===== config.mk =====
export PLATFORM = sky130hd
export DESIGN_NAME = sbus_decoder
export DESIGN_NICKNAME = d
export VERILOG_FILES = /design/src/core/sbus_pkg.sv /design/src/core/odd_parity.sv /design/src/core/skid_buffer.sv /design/src/core/sbus_decoder.sv
export SDC_FILE = /design/constraint.sdc
export NUM_CORES = 1
export LEC_CHECK = 0
export ABC_AREA = 1
export ABC_CLOCK_PERIOD_IN_PS = 2800
export BUFFER_PORTS_ARGS = -buffer_cell sky130_fd_sc_hd__buf_2
export CORE_AREA = 2 2 148 150
export DETAILED_ROUTE_END_ITERATION = 12
export DIE_AREA = 0 0 150 152
export GPL_ROUTABILITY_DRIVEN = 0
export MAX_ROUTING_LAYER = met4
export PLACE_DENSITY = 0.67
export SLEW_MARGIN = 20
export SYNTH_ARGS = -nofsm -noshare
export SYNTH_HDL_FRONTEND = slang
export SYNTH_HIERARCHICAL = 1
export SYNTH_SLANG_ARGS = --single-unit

===== constraint.sdc =====
create_clock -name clk -period 2.8 [get_ports clk]
set_input_delay 0.84 -clock clk [delete_from_list [all_inputs] [get_ports clk]]
set_output_delay 0.84 -clock clk [all_outputs]
set_load 0.02 [all_outputs]

===== src/core/sbus_pkg.sv =====
/*
 * Constants shared by the satellite bus message decoder: framing codes,
 * command codes, address fields, status bit positions and reset values.
 * Assumes a byte-level link; bit timing and tone modulation live elsewhere.
 */
package sbus_pkg;

	// Framing bytes
	localparam logic [5:0] FRAME_CMD_TAG      = 6'h38;
	localparam logic [7:0] FRAME_OK           = 8'he4;
	localparam logic [7:0] FRAME_UNSUPPORTED  = 8'he5;
	localparam logic [7:0] FRAME_PARITY_ERR   = 8'he6;
	localparam logic [7:0] FRAME_UNKNOWN      = 8'he7;
	localparam int         FRAME_REPLY_BIT    = 1;
	localparam int         FRAME_REPEAT_BIT   = 0;

	// Address families
	localparam logic [3:0] FAMILY_WILDCARD    = 4'h0;
	localparam logic [3:0] FAMILY_REALLOC     = 4'h6;
	localparam logic [3:0] FAMILY_OEM         = 4'hf;
	localparam logic [7:0] FALLBACK_ADDRESS   = 8'h10;

	// Message sizes
	localparam int         MSG_MAX            = 6;
	localparam logic [2:0] LEN_SHORT          = 3'd3;
	localparam logic [2:0] LEN_DATA           = 3'd4;
	localparam logic [2:0] LEN_FREQ_MIN       = 3'd5;
	localparam logic [2:0] LEN_FREQ_MAX       = 3'd6;

	// Commands
	localparam logic [7:0] cmd_reset                  = 8'h00;
	localparam logic [7:0] cmd_clear_reset            = 8'h01;
	localparam logic [7:0] cmd_standby                = 8'h02;
	localparam logic [7:0] cmd_power_on               = 8'h03;
	localparam logic [7:0] cmd_set_contend            = 8'h04;
	localparam logic [7:0] cmd_addr_if_contend        = 8'h05;
	localparam logic [7:0] cmd_clear_contend          = 8'h06;
	localparam logic [7:0] cmd_addr_unless_contend    = 8'h07;
	localparam logic [7:0] cmd_move_if_contend        = 8'h08;
	localparam logic [7:0] cmd_move_unless_contend    = 8'h09;
	localparam logic [7:0] cmd_read_status            = 8'h10;
	localparam logic [7:0] cmd_read_config            = 8'h11;
	localparam logic [7:0] cmd_read_committed         = 8'h14;
	localparam logic [7:0] cmd_read_uncommitted       = 8'h15;
	localparam logic [7:0] cmd_select_low_oscillator  = 8'h20;
	localparam logic [7:0] cmd_select_option_second   = 8'h27;
	localparam logic [7:0] cmd_select_sw1_input_first = 8'h28;
	localparam logic [7:0] cmd_select_sw4_second      = 8'h2f;
	localparam logic [7:0] cmd_sleep                  = 8'h30;
	localparam logic [7:0] cmd_awake                  = 8'h31;
	localparam logic [7:0] cmd_write_committed_group  = 8'h38;
	localparam logic [7:0] cmd_write_uncommitted_group = 8'h39;
	localparam logic [7:0] cmd_read_analogue_first    = 8'h40;
	localparam logic [7:0] cmd_read_analogue_second   = 8'h41;
	localparam logic [7:0] cmd_write_analogue_first   = 8'h48;
	localparam logic [7:0] cmd_write_analogue_second  = 8'h49;
	localparam logic [7:0] cmd_read_freq_bcd          = 8'h50;
	localparam logic [7:0] cmd_read_freq_entry_current = 8'h51;
	localparam logic [7:0] cmd_read_freq_entry_low    = 8'h52;
	localparam logic [7:0] cmd_read_freq_entry_high   = 8'h53;
	localparam logic [7:0] cmd_write_channel_freq     = 8'h58;
	localparam logic [7:0] cmd_mover_halt             = 8'h60;
	localparam logic [7:0] cmd_limits_off             = 8'h63;
	localparam logic [7:0] cmd_read_mover_status      = 8'h64;

	// Status reply bits
	localparam int STAT_RESET_BIT   = 0;
	localparam int STAT_STANDBY_BIT = 1;
	localparam int STAT_CONTEND_BIT = 2;
	localparam int STAT_SLEEP_BIT   = 3;

	// Reset values
	localparam logic [3:0] SW_RESET       = 4'h0;
	localparam logic [7:0] ANALOGUE_RESET = 8'h00;

endpackage : sbus_pkg


===== src/core/odd_parity.sv =====
/*
 * Odd parity bit for one byte.
 * Purely combinational; the caller registers the result where needed.
 */
`timescale 1ns/100ps
`default_nettype none
module odd_parity (
	input  wire logic [7:0] data,   // Byte to protect
	output logic            par     // Bit that makes the ones count odd
);
	assign par = ~^data;
endmodule : odd_parity
`default_nettype wire


===== src/core/skid_buffer.sv =====
/*
 * Two-entry buffer with valid/ready on both sides and registered outputs.
 * Assumes one clock and a synchronous active-low reset.
 */
`timescale 1ns/100ps
`default_nettype none
module skid_buffer #(
	parameter int W = 10
) (
	input  wire logic         clk,        // Clock
	input  wire logic         rstn,       // Synchronous reset, active low
	input  wire logic         in_valid,   // Word offered
	input  wire logic [W-1:0] in_data,    // Word in
	output logic              in_ready,   // Room for a word
	output logic              out_valid,  // Word held at output
	output logic [W-1:0]      out_data,   // Word out
	input  wire logic         out_ready   // Receiver takes the word
);
	typedef struct packed {
		logic         ov;
		logic [W-1:0] od;
		logic         sv;
		logic [W-1:0] sd;
	} skid_t;

	skid_t r, n;
	logic  push;

	always_comb begin
		n    = r;
		push = in_valid & ~r.sv;
		if (!r.ov || out_ready) begin
			if (r.sv) begin
				n.od = r.sd;
				n.ov = 1'b1;
				n.sv = 1'b0;
			end else begin
				n.od = push ? in_data : r.od;
				n.ov = push;
			end
		end else if (push) begin
			n.sd = in_data;
			n.sv = 1'b1;
		end
	end

	always_ff @(posedge clk) begin
		if (!rstn)
			r <= '0;
		else
			r <= n;
	end

	assign in_ready  = ~r.sv;
	assign out_valid = r.ov;
	assign out_data  = r.od;
endmodule : skid_buffer
`default_nettype wire


===== src/core/sbus_decoder.sv =====
/*
 * Slave-side message decoder for a single-master satellite control bus.
 * Collects a command message byte by byte, checks odd parity, decodes
 * framing, address and command, updates the peripheral controls and
 * queues the reply bytes through a two-entry buffer.
 * Assumes a bit-level receiver/transmitter delivering whole bytes with
 * their parity bit and an end-of-message mark, all synchronous to clk.
 */
// Operation
// - Master message is framing, address, command, then data; each byte odd parity.
// - Reply is one framing byte plus optional data, each with odd parity.
// - Reply bytes are queued back to back until the last one.
// - Framing E0 to E3 decode reply wanted and repeat flags; the repeat flag (bit 0) is ignored.
// - Successful reply uses E4; valid but unimplemented command uses E5.
// - Parity error replies E6; unrecognised command replies E7.
// - Address 00 reaches every slave.
// - Upper address nibble is family, lower nibble is sub-type.
// - Family six is only for reassigned addresses, never a factory address.
// - Family fifteen messages are left to manufacturer extensions.
// - Command 02 enters standby, 03 powers the peripheral back on.
// - Contention flag set by 04, cleared by 06; 05/07 return address conditionally.
// - Commands 08 and 09 load a new address depending on contention flag.
// - Commands 10, 11, 14, 15 return status, config and switch states.
// - Commands 20 to 27 pick oscillator, polarisation, position, option.
// - Commands 28 to 2F pick input A or B of switches one to four.
// - After 30 only 31 is obeyed; 31 restores normal handling.
// - Commands 38 and 39 update committed and uncommitted groups.
// - 48/49 load analogue values; 40/41 read them back.
// - 50 returns BCD frequency; 51 to 53 return table entry numbers.
// - 58 takes a BCD channel frequency in a five or six byte message.
// - 60 halts the mover, 63 disables soft limits, 64 reads mover status.
// - A zero address nibble is a wildcard for that nibble.
// - Group writes clear by the high nibble, then set by the low nibble.
`timescale 1ns/100ps
`default_nettype none
module sbus_decoder (
	input  wire logic        clk,              // Clock, 125 MHz
	input  wire logic        rstn,             // Synchronous reset, active low
	input  wire logic        rx_valid,         // Received byte present
	input  wire logic [7:0]  rx_data,          // Received byte
	input  wire logic        rx_par,           // Its parity bit
	input  wire logic        rx_end,           // Byte is last of message
	output logic             rx_ready,         // Decoder takes bytes
	output logic             tx_valid,         // Reply byte present
	output logic [7:0]       tx_data,          // Reply byte
	output logic             tx_par,           // Its odd parity bit
	output logic             tx_last,          // Byte ends the reply
	input  wire logic        tx_ready,         // Transmitter takes byte
	input  wire logic [7:0]  factory_address,  // Strapped slave address
	input  wire logic [7:0]  config_flags,     // Hardware configuration
	input  wire logic [7:0]  mover_status,     // Positioner status byte
	input  wire logic [15:0] freq_bcd,         // Current oscillator, BCD
	input  wire logic [7:0]  freq_entry_low,   // Low oscillator entry
	input  wire logic [7:0]  freq_entry_high,  // High oscillator entry
	output logic             periph_power,     // Peripheral supply on
	output logic [3:0]       committed_sw,     // Osc, pol, position, option
	output logic [3:0]       uncommitted_sw,   // Switches one to four
	output logic [7:0]       analogue_first,   // Analogue value A0
	output logic [7:0]       analogue_second,  // Analogue value A1
	output logic [23:0]      chan_freq,        // Channel frequency, BCD
	output logic             mover_halt,       // Stop pulse
	output logic             limits_off,       // Soft limits off pulse
	output logic [7:0]       own_address,      // Current slave address
	output logic             reset_flag,       // Reset flag
	output logic             contention_flag,  // Contention flag
	output logic             asleep            // Ignoring commands
);
	import sbus_pkg::*;

	typedef enum logic [1:0] {
		ST_IDLE = 2'b00,
		ST_EXEC = 2'b01,
		ST_SEND = 2'b11
	} state_t;

	typedef struct packed {
		state_t                 st;
		logic [2:0]             cnt;
		logic [MSG_MAX-1:0][7:0] msg;
		logic                   perr;
		logic                   addr_ok;
		logic [7:0]             addr;
		logic                   rst_flag;
		logic                   cont;
		logic                   sleep;
		logic                   pwr;
		logic [3:0]             sw0;
		logic [3:0]             sw1;
		logic [7:0]             a0;
		logic [7:0]             a1;
		logic [23:0]            freq;
		logic                   halt;
		logic                   lim_off;
		logic                   rx_rdy;
		logic [1:0]             rlen;
		logic [1:0]             ridx;
		logic [2:0][7:0]        rep;
	} core_t;

	localparam core_t CORE_RESET = '{
		st: ST_IDLE, cnt: 3'd0, msg: '0, perr: 1'b0, addr_ok: 1'b0,
		addr: FALLBACK_ADDRESS, rst_flag: 1'b1, cont: 1'b0, sleep: 1'b0,
		pwr: 1'b1, sw0: SW_RESET, sw1: SW_RESET, a0: ANALOGUE_RESET,
		a1: ANALOGUE_RESET, freq: '0, halt: 1'b0, lim_off: 1'b0,
		rx_rdy: 1'b0, rlen: 2'd0, ridx: 2'd0, rep: '0
	};

	core_t      r, n;
	logic       rx_par_exp;
	logic       tx_par_new;
	logic       buf_in_ready;
	logic       buf_out_valid;
	logic [9:0] buf_out_data;
	logic       push;
	logic       last_rep;
	logic [7:0] fr, ad, cm, d;
	logic       frame_ok, want_reply, match;
	logic       known, supported, len_ok, do_reply;
	logic [2:0] need_len;
	logic [7:0] status_byte;

	odd_parity u_rx_par (
		.data (rx_data),
		.par  (rx_par_exp)
	);

	odd_parity u_tx_par (
		.data (r.rep[r.ridx]),
		.par  (tx_par_new)
	);

	skid_buffer #(.W(10)) u_reply_buf (
		.clk       (clk),
		.rstn      (rstn),
		.in_valid  (r.st == ST_SEND),
		.in_data   ({r.rep[r.ridx], tx_par_new, last_rep}),
		.in_ready  (buf_in_ready),
		.out_valid (buf_out_valid),
		.out_data  (buf_out_data),
		.out_ready (tx_ready)
	);

	always_comb begin
		n          = r;
		n.halt     = 1'b0;
		n.lim_off  = 1'b0;
		fr         = r.msg[0];
		ad         = r.msg[1];
		cm         = r.msg[2];
		d          = r.msg[3];
		frame_ok   = fr[7:2] == FRAME_CMD_TAG;
		want_reply = fr[FRAME_REPLY_BIT];
		match      = (ad[7:4] == FAMILY_WILDCARD || ad[7:4] == r.addr[7:4])
			&& (ad[3:0] == 4'h0 || ad[3:0] == r.addr[3:0]);
		status_byte = '0;
		status_byte[STAT_RESET_BIT]   = r.rst_flag;
		status_byte[STAT_STANDBY_BIT] = ~r.pwr;
		status_byte[STAT_CONTEND_BIT] = r.cont;
		status_byte[STAT_SLEEP_BIT]   = r.sleep;
		push     = (r.st == ST_SEND) && buf_in_ready;
		last_rep = r.ridx == r.rlen - 2'd1;
		known     = 1'b1;
		supported = 1'b1;
		need_len  = LEN_SHORT;
		do_reply  = 1'b1;

		unique case (cm) inside
			[8'h00:8'h07], 8'h10, 8'h11, 8'h14, 8'h15, [8'h20:8'h31],
			8'h40, 8'h41, [8'h50:8'h53], 8'h60, 8'h63, 8'h64: begin
				need_len = LEN_SHORT;
			end
			8'h08, 8'h09, 8'h38, 8'h39, 8'h48, 8'h49: begin
				need_len = LEN_DATA;
			end
			8'h58: begin
				need_len = LEN_FREQ_MIN;
			end
			8'h0f, 8'h16, 8'h17, 8'h3a, 8'h3b, 8'h59, 8'h61, 8'h62,
			[8'h65:8'h6f]: begin
				supported = 1'b0;
			end
			default: begin
				known = 1'b0;
			end
		endcase
		len_ok = (cm == cmd_write_channel_freq)
			? (r.cnt == LEN_FREQ_MIN || r.cnt == LEN_FREQ_MAX)
			: (!supported || r.cnt == need_len);

		unique case (r.st)
			ST_IDLE: begin
				if (!r.addr_ok) begin
					n.addr_ok = 1'b1;
					n.rx_rdy  = 1'b1;
					n.addr    = (factory_address[7:4] == FAMILY_REALLOC)
						? FALLBACK_ADDRESS : factory_address;
				end else if (rx_valid && r.rx_rdy) begin
					if (r.cnt < 3'(MSG_MAX))
						n.msg[r.cnt] = rx_data;
					if (rx_par != rx_par_exp)
						n.perr = 1'b1;
					n.cnt = (r.cnt == 3'd7) ? r.cnt : r.cnt + 3'd1;
					if (rx_end) begin
						n.st     = ST_EXEC;
						n.rx_rdy = 1'b0;
					end
				end
			end
			ST_EXEC: begin
				n.st     = ST_IDLE;
				n.rx_rdy = 1'b1;
				n.cnt    = 3'd0;
				n.perr   = 1'b0;
				n.ridx   = 2'd0;
				n.rlen   = 2'd1;
				n.rep    = '0;
				n.rep[0] = FRAME_OK;
				if (!frame_ok || r.cnt < LEN_SHORT || !match
					|| ad[7:4] == FAMILY_OEM) begin
					do_reply = 1'b0;
				end else if (r.sleep && cm != cmd_awake) begin
					do_reply = 1'b0;
				end else if (r.perr) begin
					n.rep[0] = FRAME_PARITY_ERR;
				end else if (!known || !len_ok) begin
					n.rep[0] = FRAME_UNKNOWN;
				end else if (!supported) begin
					n.rep[0] = FRAME_UNSUPPORTED;
				end else begin
					unique case (cm) inside
						cmd_reset: begin
							n.rst_flag = 1'b1;
							n.cont     = 1'b0;
							n.sleep    = 1'b0;
							n.pwr      = 1'b1;
							n.sw0      = SW_RESET;
							n.sw1      = SW_RESET;
							n.a0       = ANALOGUE_RESET;
							n.a1       = ANALOGUE_RESET;
						end
						cmd_clear_reset:   n.rst_flag = 1'b0;
						cmd_standby:       n.pwr = 1'b0;
						cmd_power_on:      n.pwr = 1'b1;
						cmd_set_contend:   n.cont = 1'b1;
						cmd_clear_contend: n.cont = 1'b0;
						cmd_addr_if_contend, cmd_addr_unless_contend: begin
							do_reply = r.cont == (cm == cmd_addr_if_contend);
							n.rep[1] = r.addr;
							n.rlen   = 2'd2;
						end
						cmd_move_if_contend: begin
							if (r.cont)
								n.addr = d;
						end
						cmd_move_unless_contend: begin
							if (!r.cont)
								n.addr = d;
						end
						cmd_read_status, cmd_read_config,
						cmd_read_committed, cmd_read_uncommitted: begin
							n.rlen = 2'd2;
							unique case (cm)
								cmd_read_status:    n.rep[1] = status_byte;
								cmd_read_config:    n.rep[1] = config_flags;
								cmd_read_committed: n.rep[1] = {4'h0, r.sw0};
								default:            n.rep[1] = {4'h0, r.sw1};
							endcase
						end
						[cmd_select_low_oscillator:cmd_select_option_second]:
							n.sw0[cm[1:0]] = cm[2];
						[cmd_select_sw1_input_first:cmd_select_sw4_second]:
							n.sw1[cm[1:0]] = cm[2];
						cmd_sleep: n.sleep = 1'b1;
						cmd_awake: n.sleep = 1'b0;
						cmd_write_committed_group:
							n.sw0 = (r.sw0 & ~d[7:4]) | d[3:0];
						cmd_write_uncommitted_group:
							n.sw1 = (r.sw1 & ~d[7:4]) | d[3:0];
						cmd_write_analogue_first:  n.a0 = d;
						cmd_write_analogue_second: n.a1 = d;
						cmd_read_analogue_first, cmd_read_analogue_second: begin
							n.rlen   = 2'd2;
							n.rep[1] = cm[0] ? r.a1 : r.a0;
						end
						cmd_read_freq_bcd: begin
							n.rlen   = 2'd3;
							n.rep[1] = freq_bcd[15:8];
							n.rep[2] = freq_bcd[7:0];
						end
						[cmd_read_freq_entry_current:cmd_read_freq_entry_high]: begin
							n.rlen = 2'd2;
							if (cm == cmd_read_freq_entry_low)
								n.rep[1] = freq_entry_low;
							else if (cm == cmd_read_freq_entry_high || r.sw0[0])
								n.rep[1] = freq_entry_high;
							else
								n.rep[1] = freq_entry_low;
						end
						cmd_write_channel_freq: begin
							n.freq = {r.msg[3],
								r.msg[4],
								(r.cnt == LEN_FREQ_MAX) ? r.msg[5] : 8'h00};
						end
						cmd_mover_halt: n.halt    = 1'b1;
						cmd_limits_off: n.lim_off = 1'b1;
						cmd_read_mover_status: begin
							n.rlen   = 2'd2;
							n.rep[1] = mover_status;
						end
						default: begin
							do_reply = 1'b1;
						end
					endcase
				end
				if (do_reply && want_reply) begin
					n.st     = ST_SEND;
					n.rx_rdy = 1'b0;
				end
			end
			ST_SEND: begin
				if (push) begin
					if (last_rep) begin
						n.st     = ST_IDLE;
						n.rx_rdy = 1'b1;
					end else begin
						n.ridx = r.ridx + 2'd1;
					end
				end
			end
			default: begin
				n = CORE_RESET;
			end
		endcase
	end

	always_ff @(posedge clk) begin
		if (!rstn)
			r <= CORE_RESET;
		else
			r <= n;
	end

	assign rx_ready        = r.rx_rdy;
	assign tx_valid        = buf_out_valid;
	assign tx_data         = buf_out_data[9:2];
	assign tx_par          = buf_out_data[1];
	assign tx_last         = buf_out_data[0];
	assign periph_power    = r.pwr;
	assign committed_sw    = r.sw0;
	assign uncommitted_sw  = r.sw1;
	assign analogue_first  = r.a0;
	assign analogue_second = r.a1;
	assign chan_freq       = r.freq;
	assign mover_halt      = r.halt;
	assign limits_off      = r.lim_off;
	assign own_address     = r.addr;
	assign reset_flag      = r.rst_flag;
	assign contention_flag = r.cont;
	assign asleep          = r.sleep;
endmodule : sbus_decoder
`default_nettype wire


==> qor.txt <==
WORST SETUP PATH
-------------------------------------------------------------------------------------
Crit-path max FO .......................................................           17
Worst Setup Start Kind .................................................    flip-flop
Cell Chain, Critical Path .............................................. inv_1, nand2_2, nor2_4, nand3_1, nand2_1, nand4_2, nor3_4, nand2_1, clkinv_2, nand4_1, nor2_1, nor2_1, nor2_1
Most frequent CP cell .................................................. sky130_fd_sc_hd__nor2_1
Cell at the slowest stage of the critical path ......................... sky130_fd_sc_hd__dfxtp_1
Worst path arrival time ................................................      2.95 ns
Largest stage delay on the critical path ...............................      0.36 ns
Category of the critical setup timing path ............................. flip-flop to flip-flop
Setup crit end kind ....................................................    flip-flop
Critical path's top delay family ....................................... simple AND/OR/NAND/NOR gates
CP bufs+invs ...........................................................            2
Required time of the critical path .....................................      3.16 ns

POWER
-------------------------------------------------------------------------------------
Clk pwr share ..........................................................        26.9%
Leakage power figure ...................................................      5.13 nW
Highest ir drop seen on vdd ............................................   0.000492 V
NetSw ..................................................................      3.91 mW
Switching part of the total ............................................        42.4%
Fraction of power consumed by sequential logic .........................        32.3%
Pwr per Cell Area ......................................................   842 nW/um2
Internal power contribution ............................................      5.32 mW
Combinational Power Share ..............................................        40.8%

GLOBAL ROUTING
-------------------------------------------------------------------------------------
Global-route wire length before repair .................................     46600 um
Maximum number of pins on one net before global-route repair ...........           81
Fraction of met2 tracks used by global routing .........................        40.3%
Busiest grt layer ......................................................         met2
Number of antenna violations at the first check in global routing ......            0
GRT overflow ...........................................................            0
Number of global-route vias before repair ..............................         9190
GRT Total Usage ........................................................        26.3%
Global routing usage on met1 ...........................................        34.8%
Fraction of met3 tracks used by global routing .........................        4.65%

PLACED DESIGN
-------------------------------------------------------------------------------------
Post-placement cell count ..............................................         1887
Dpl hpwl ...............................................................     21900 um
Port Buffer Count ......................................................          143

ROUTING
-------------------------------------------------------------------------------------
Violation count after the first detailed-route iteration ...............          870
Wire length per cell ...................................................      15.3 um
DR DRC count ...........................................................            0
Final wirelength .......................................................     29300 um
ANT nets after route ...................................................            0
First-pass detailed-route iteration total ..............................            6
Avg Vias per Cell ......................................................         5.21
Number of vias in the routed layout ....................................        10002

SYNTHESIS
-------------------------------------------------------------------------------------
Proportion of synthesized flip-flops having asynchronous set or reset ..           0%
Instance count of the mapped netlist ...................................         1517
Top FF cell, synth ..................................................... sky130_fd_sc_hd__dfxtp_1
Mapped Nets ............................................................         1595
Number of synthesized flops with an enable pin .........................            0
Number of storage elements in the synthesis netlist ....................          162
Average cell area after synthesis ......................................     6.22 um2
Area fraction of the dominant cell type after synthesis ................        34.4%
Synth cell types .......................................................           44
YS warnings ............................................................            6
Largest cells by area after synthesis .................................. sky130_fd_sc_hd__dfxtp_1 (34%), sky130_fd_sc_hd__nand2_1 (17%), sky130_fd_sc_hd__nor2_1 (9.5%)
Library cell with the largest summed area after synthesis .............. sky130_fd_sc_hd__dfxtp_1
Sequential share of the synthesized area ...............................        34.4%
Area of the mapped netlist .............................................     9440 um2

FINAL LAYOUT
-------------------------------------------------------------------------------------
Share of post-route cells with drive strength above 1 ..................        17.3%
Layout Nets ............................................................         1705
Finished Core Util .....................................................        51.3%
Most frequent standard cell in the layout excluding fill and tap cells . sky130_fd_sc_hd__nand2_1
Fillers ................................................................         2194
Commonest cells after routing, fill and taps aside ..................... sky130_fd_sc_hd__nand2_1 (436), sky130_fd_sc_hd__nor2_1 (234), sky130_fd_sc_hd__dfxtp_1 (157)
Final Non-Filler Cells .................................................         1920
Antenna diode instance count ...........................................            0
P&R area growth vs syn .................................................        16.1%

DIE
-------------------------------------------------------------------------------------
Die Wd .................................................................       150 um
Number of standard-cell rows in the floorplan ..........................           54
Die Y ..................................................................       152 um
Core region area .......................................................    21400 um2
Initial Utilization ....................................................        44.2%
Floorplan die area .....................................................    22800 um2
Top-Level Pins .........................................................          144

CTS
-------------------------------------------------------------------------------------
CTS clock-pin slew for the worst setup and hold paths ..................      0.07 ns
Number of buffers added to fix hold violations after cts ...............            0
CTS tree ...............................................................          yes
Clock Sinks ............................................................          162
CTS HTree Levels .......................................................            4
Clk root buf ........................................................... sky130_fd_sc_hd__clkbuf_16
Number of buffers on the longest clock path ............................            2
TritonCTS buffer count .................................................           17
Clock network latency to the later pin of the worst-skew pair ..........      0.44 ns

TIMING
-------------------------------------------------------------------------------------
Worst Hold Margin ......................................................     0.464 ns
Clock Skews ............................................................    0.0120 ns
Tightest Pin Transition ................................................     0.764 ns
Maximum clock rate .....................................................      387 MHz
Post-layout minimum cycle time .........................................      2.58 ns
Tcrit/Tclk final .......................................................        92.3%
Hold Fails Final Rpt ...................................................            0
Tightest slew margin relative to the limit .............................        48.9%
Final Max Tran Viols ...................................................            0
Finish-stage setup viols ...............................................            0
Total Neg Setup Slack ..................................................         0 ns

WORST HOLD PATH
-------------------------------------------------------------------------------------
Type of the most critical hold path .................................... flip-flop to flip-flop

JOB
-------------------------------------------------------------------------------------
Max Cap Viol ...........................................................            0

RUN STATUS
-------------------------------------------------------------------------------------
Run status .............................................................    completed

[metrics by stage]
step / cell area (um2) / setup WS, ns / power [mW]
final: 11000 / 0.217 / 9.23
after global routing: 11000 / -0.0309 / 9.81
after CTS: 10900 / 0.0583 / 9.19
after detailed placement: 10300 / 0.0836 / 6.70
after global placement: 10300 / 0.0643 / 6.68
after floorplan: 9440 / 0.525 / 5.63
[metal layers]
metal,part of all wire (%),up-vias
li1,-,4987
met1,45,4551
met2,45,395
met3,6.9,69
met4,2.9,0
met5,0,-
[cell families after synthesis]
group | synth area share [%]
AND/OR/NAND/NOR | 36.7
flip-flops | 34.4
XOR/XNOR | 1.21
buffers and inverters | 13.8
adder cells (fa/ha/maj) | 1.06
AO/OA/AOI/OAI | 12.9
[cell usage after synthesis (2+ instances only)]
library cell                instances
sky130_fd_sc_hd__xnor2_1            3
sky130_fd_sc_hd__nor2_1           240
sky130_fd_sc_hd__a22oi_1            2
sky130_fd_sc_hd__or2_1              3
sky130_fd_sc_hd__o2111ai_1          6
sky130_fd_sc_hd__clkbuf_1          25
sky130_fd_sc_hd__buf_2              8
sky130_fd_sc_hd__o21ai_0           74
sky130_fd_sc_hd__nand3_1           86
sky130_fd_sc_hd__buf_4             71
sky130_fd_sc_hd__nor3b_1            2
sky130_fd_sc_hd__nand2_2            4
sky130_fd_sc_hd__nor3_1            10
sky130_fd_sc_hd__o21ai_1           17
sky130_fd_sc_hd__nor2_4             4
sky130_fd_sc_hd__a31oi_1            3
sky130_fd_sc_hd__ha_1               8
sky130_fd_sc_hd__inv_2             10
sky130_fd_sc_hd__a211oi_1           4
sky130_fd_sc_hd__nor2_2            12
sky130_fd_sc_hd__inv_1            150
sky130_fd_sc_hd__buf_1              3
sky130_fd_sc_hd__o211ai_1           3
sky130_fd_sc_hd__o221ai_1           2
sky130_fd_sc_hd__nand4_1           23
sky130_fd_sc_hd__xor2_1            10
sky130_fd_sc_hd__o31ai_1            2
sky130_fd_sc_hd__nand2_1          439
sky130_fd_sc_hd__nor3_2             3
sky130_fd_sc_hd__a21oi_1          107
sky130_fd_sc_hd__clkinv_1           2
sky130_fd_sc_hd__dfxtp_1          162
sky130_fd_sc_hd__nor4_1             7
sky130_fd_sc_hd__o22ai_1            2
[area by class of cell]
class	count	area, um2	area share [%]
clock buffers	17	425	3.88
clock inverters	15	193	1.76
inverters	162	612	5.58
multi-input cells	1085	4950	45.2
flip-flops and latches	162	3250	29.7
well taps	280	350	3.20
repair buffers	199	1170	10.7
[worst min-delay path: cells and delay by family (launching register included)]
kind               cells  cell delay [ns]
DFF                    1             0.31
and+or+nand+nor        1             0.06
AOI/OAI and AO/OA      1             0.05
[path summary, 6_finish.rpt]
kind	start	to	slack, ns	cells after the start
hold reg to reg	fr[6]	fr[6]	0.46	2
setup / recovery	cm[7]	analogue_second[6]	0.22	13
setup reg to reg	cm[7]	analogue_second[6]	0.22	13
hold / removal	fr[6]	fr[6]	0.46	2
[timing repair]
| action | CTS | global route |
|---|---|---|
| endpoints found under the setup margin | 0 | 69 |
| setup buffers | 0 | 1 |
| resized for setup | 0 | 24 |
[flip-flops by register name, summed over array words and instances (netlist names), 4 cells and up]
| signal | flops |
|---|---|
| u_reply_buf/r | 11 |
| own_address | 8 |
| fr | 7 |
| r | 46 |
| ad | 8 |
| uncommitted_sw | 4 |
| d | 8 |
| chan_freq | 24 |
| u_reply_buf/out_data | 10 |
| analogue_second | 8 |
| committed_sw | 4 |
| cm | 8 |
| analogue_first | 8 |
[power groups by stage]
stage               logic [mW]  clock network, mW  registers, mW
floorplan                 2.70                  0           2.93
detailed placement        3.69                  0           3.01
finish                    3.76               2.49           2.98
global placement          3.66                  0           3.02
global route              4.17               2.61           3.02
CTS                       3.71               2.51           2.97
(Power assumes the default switching activity.)
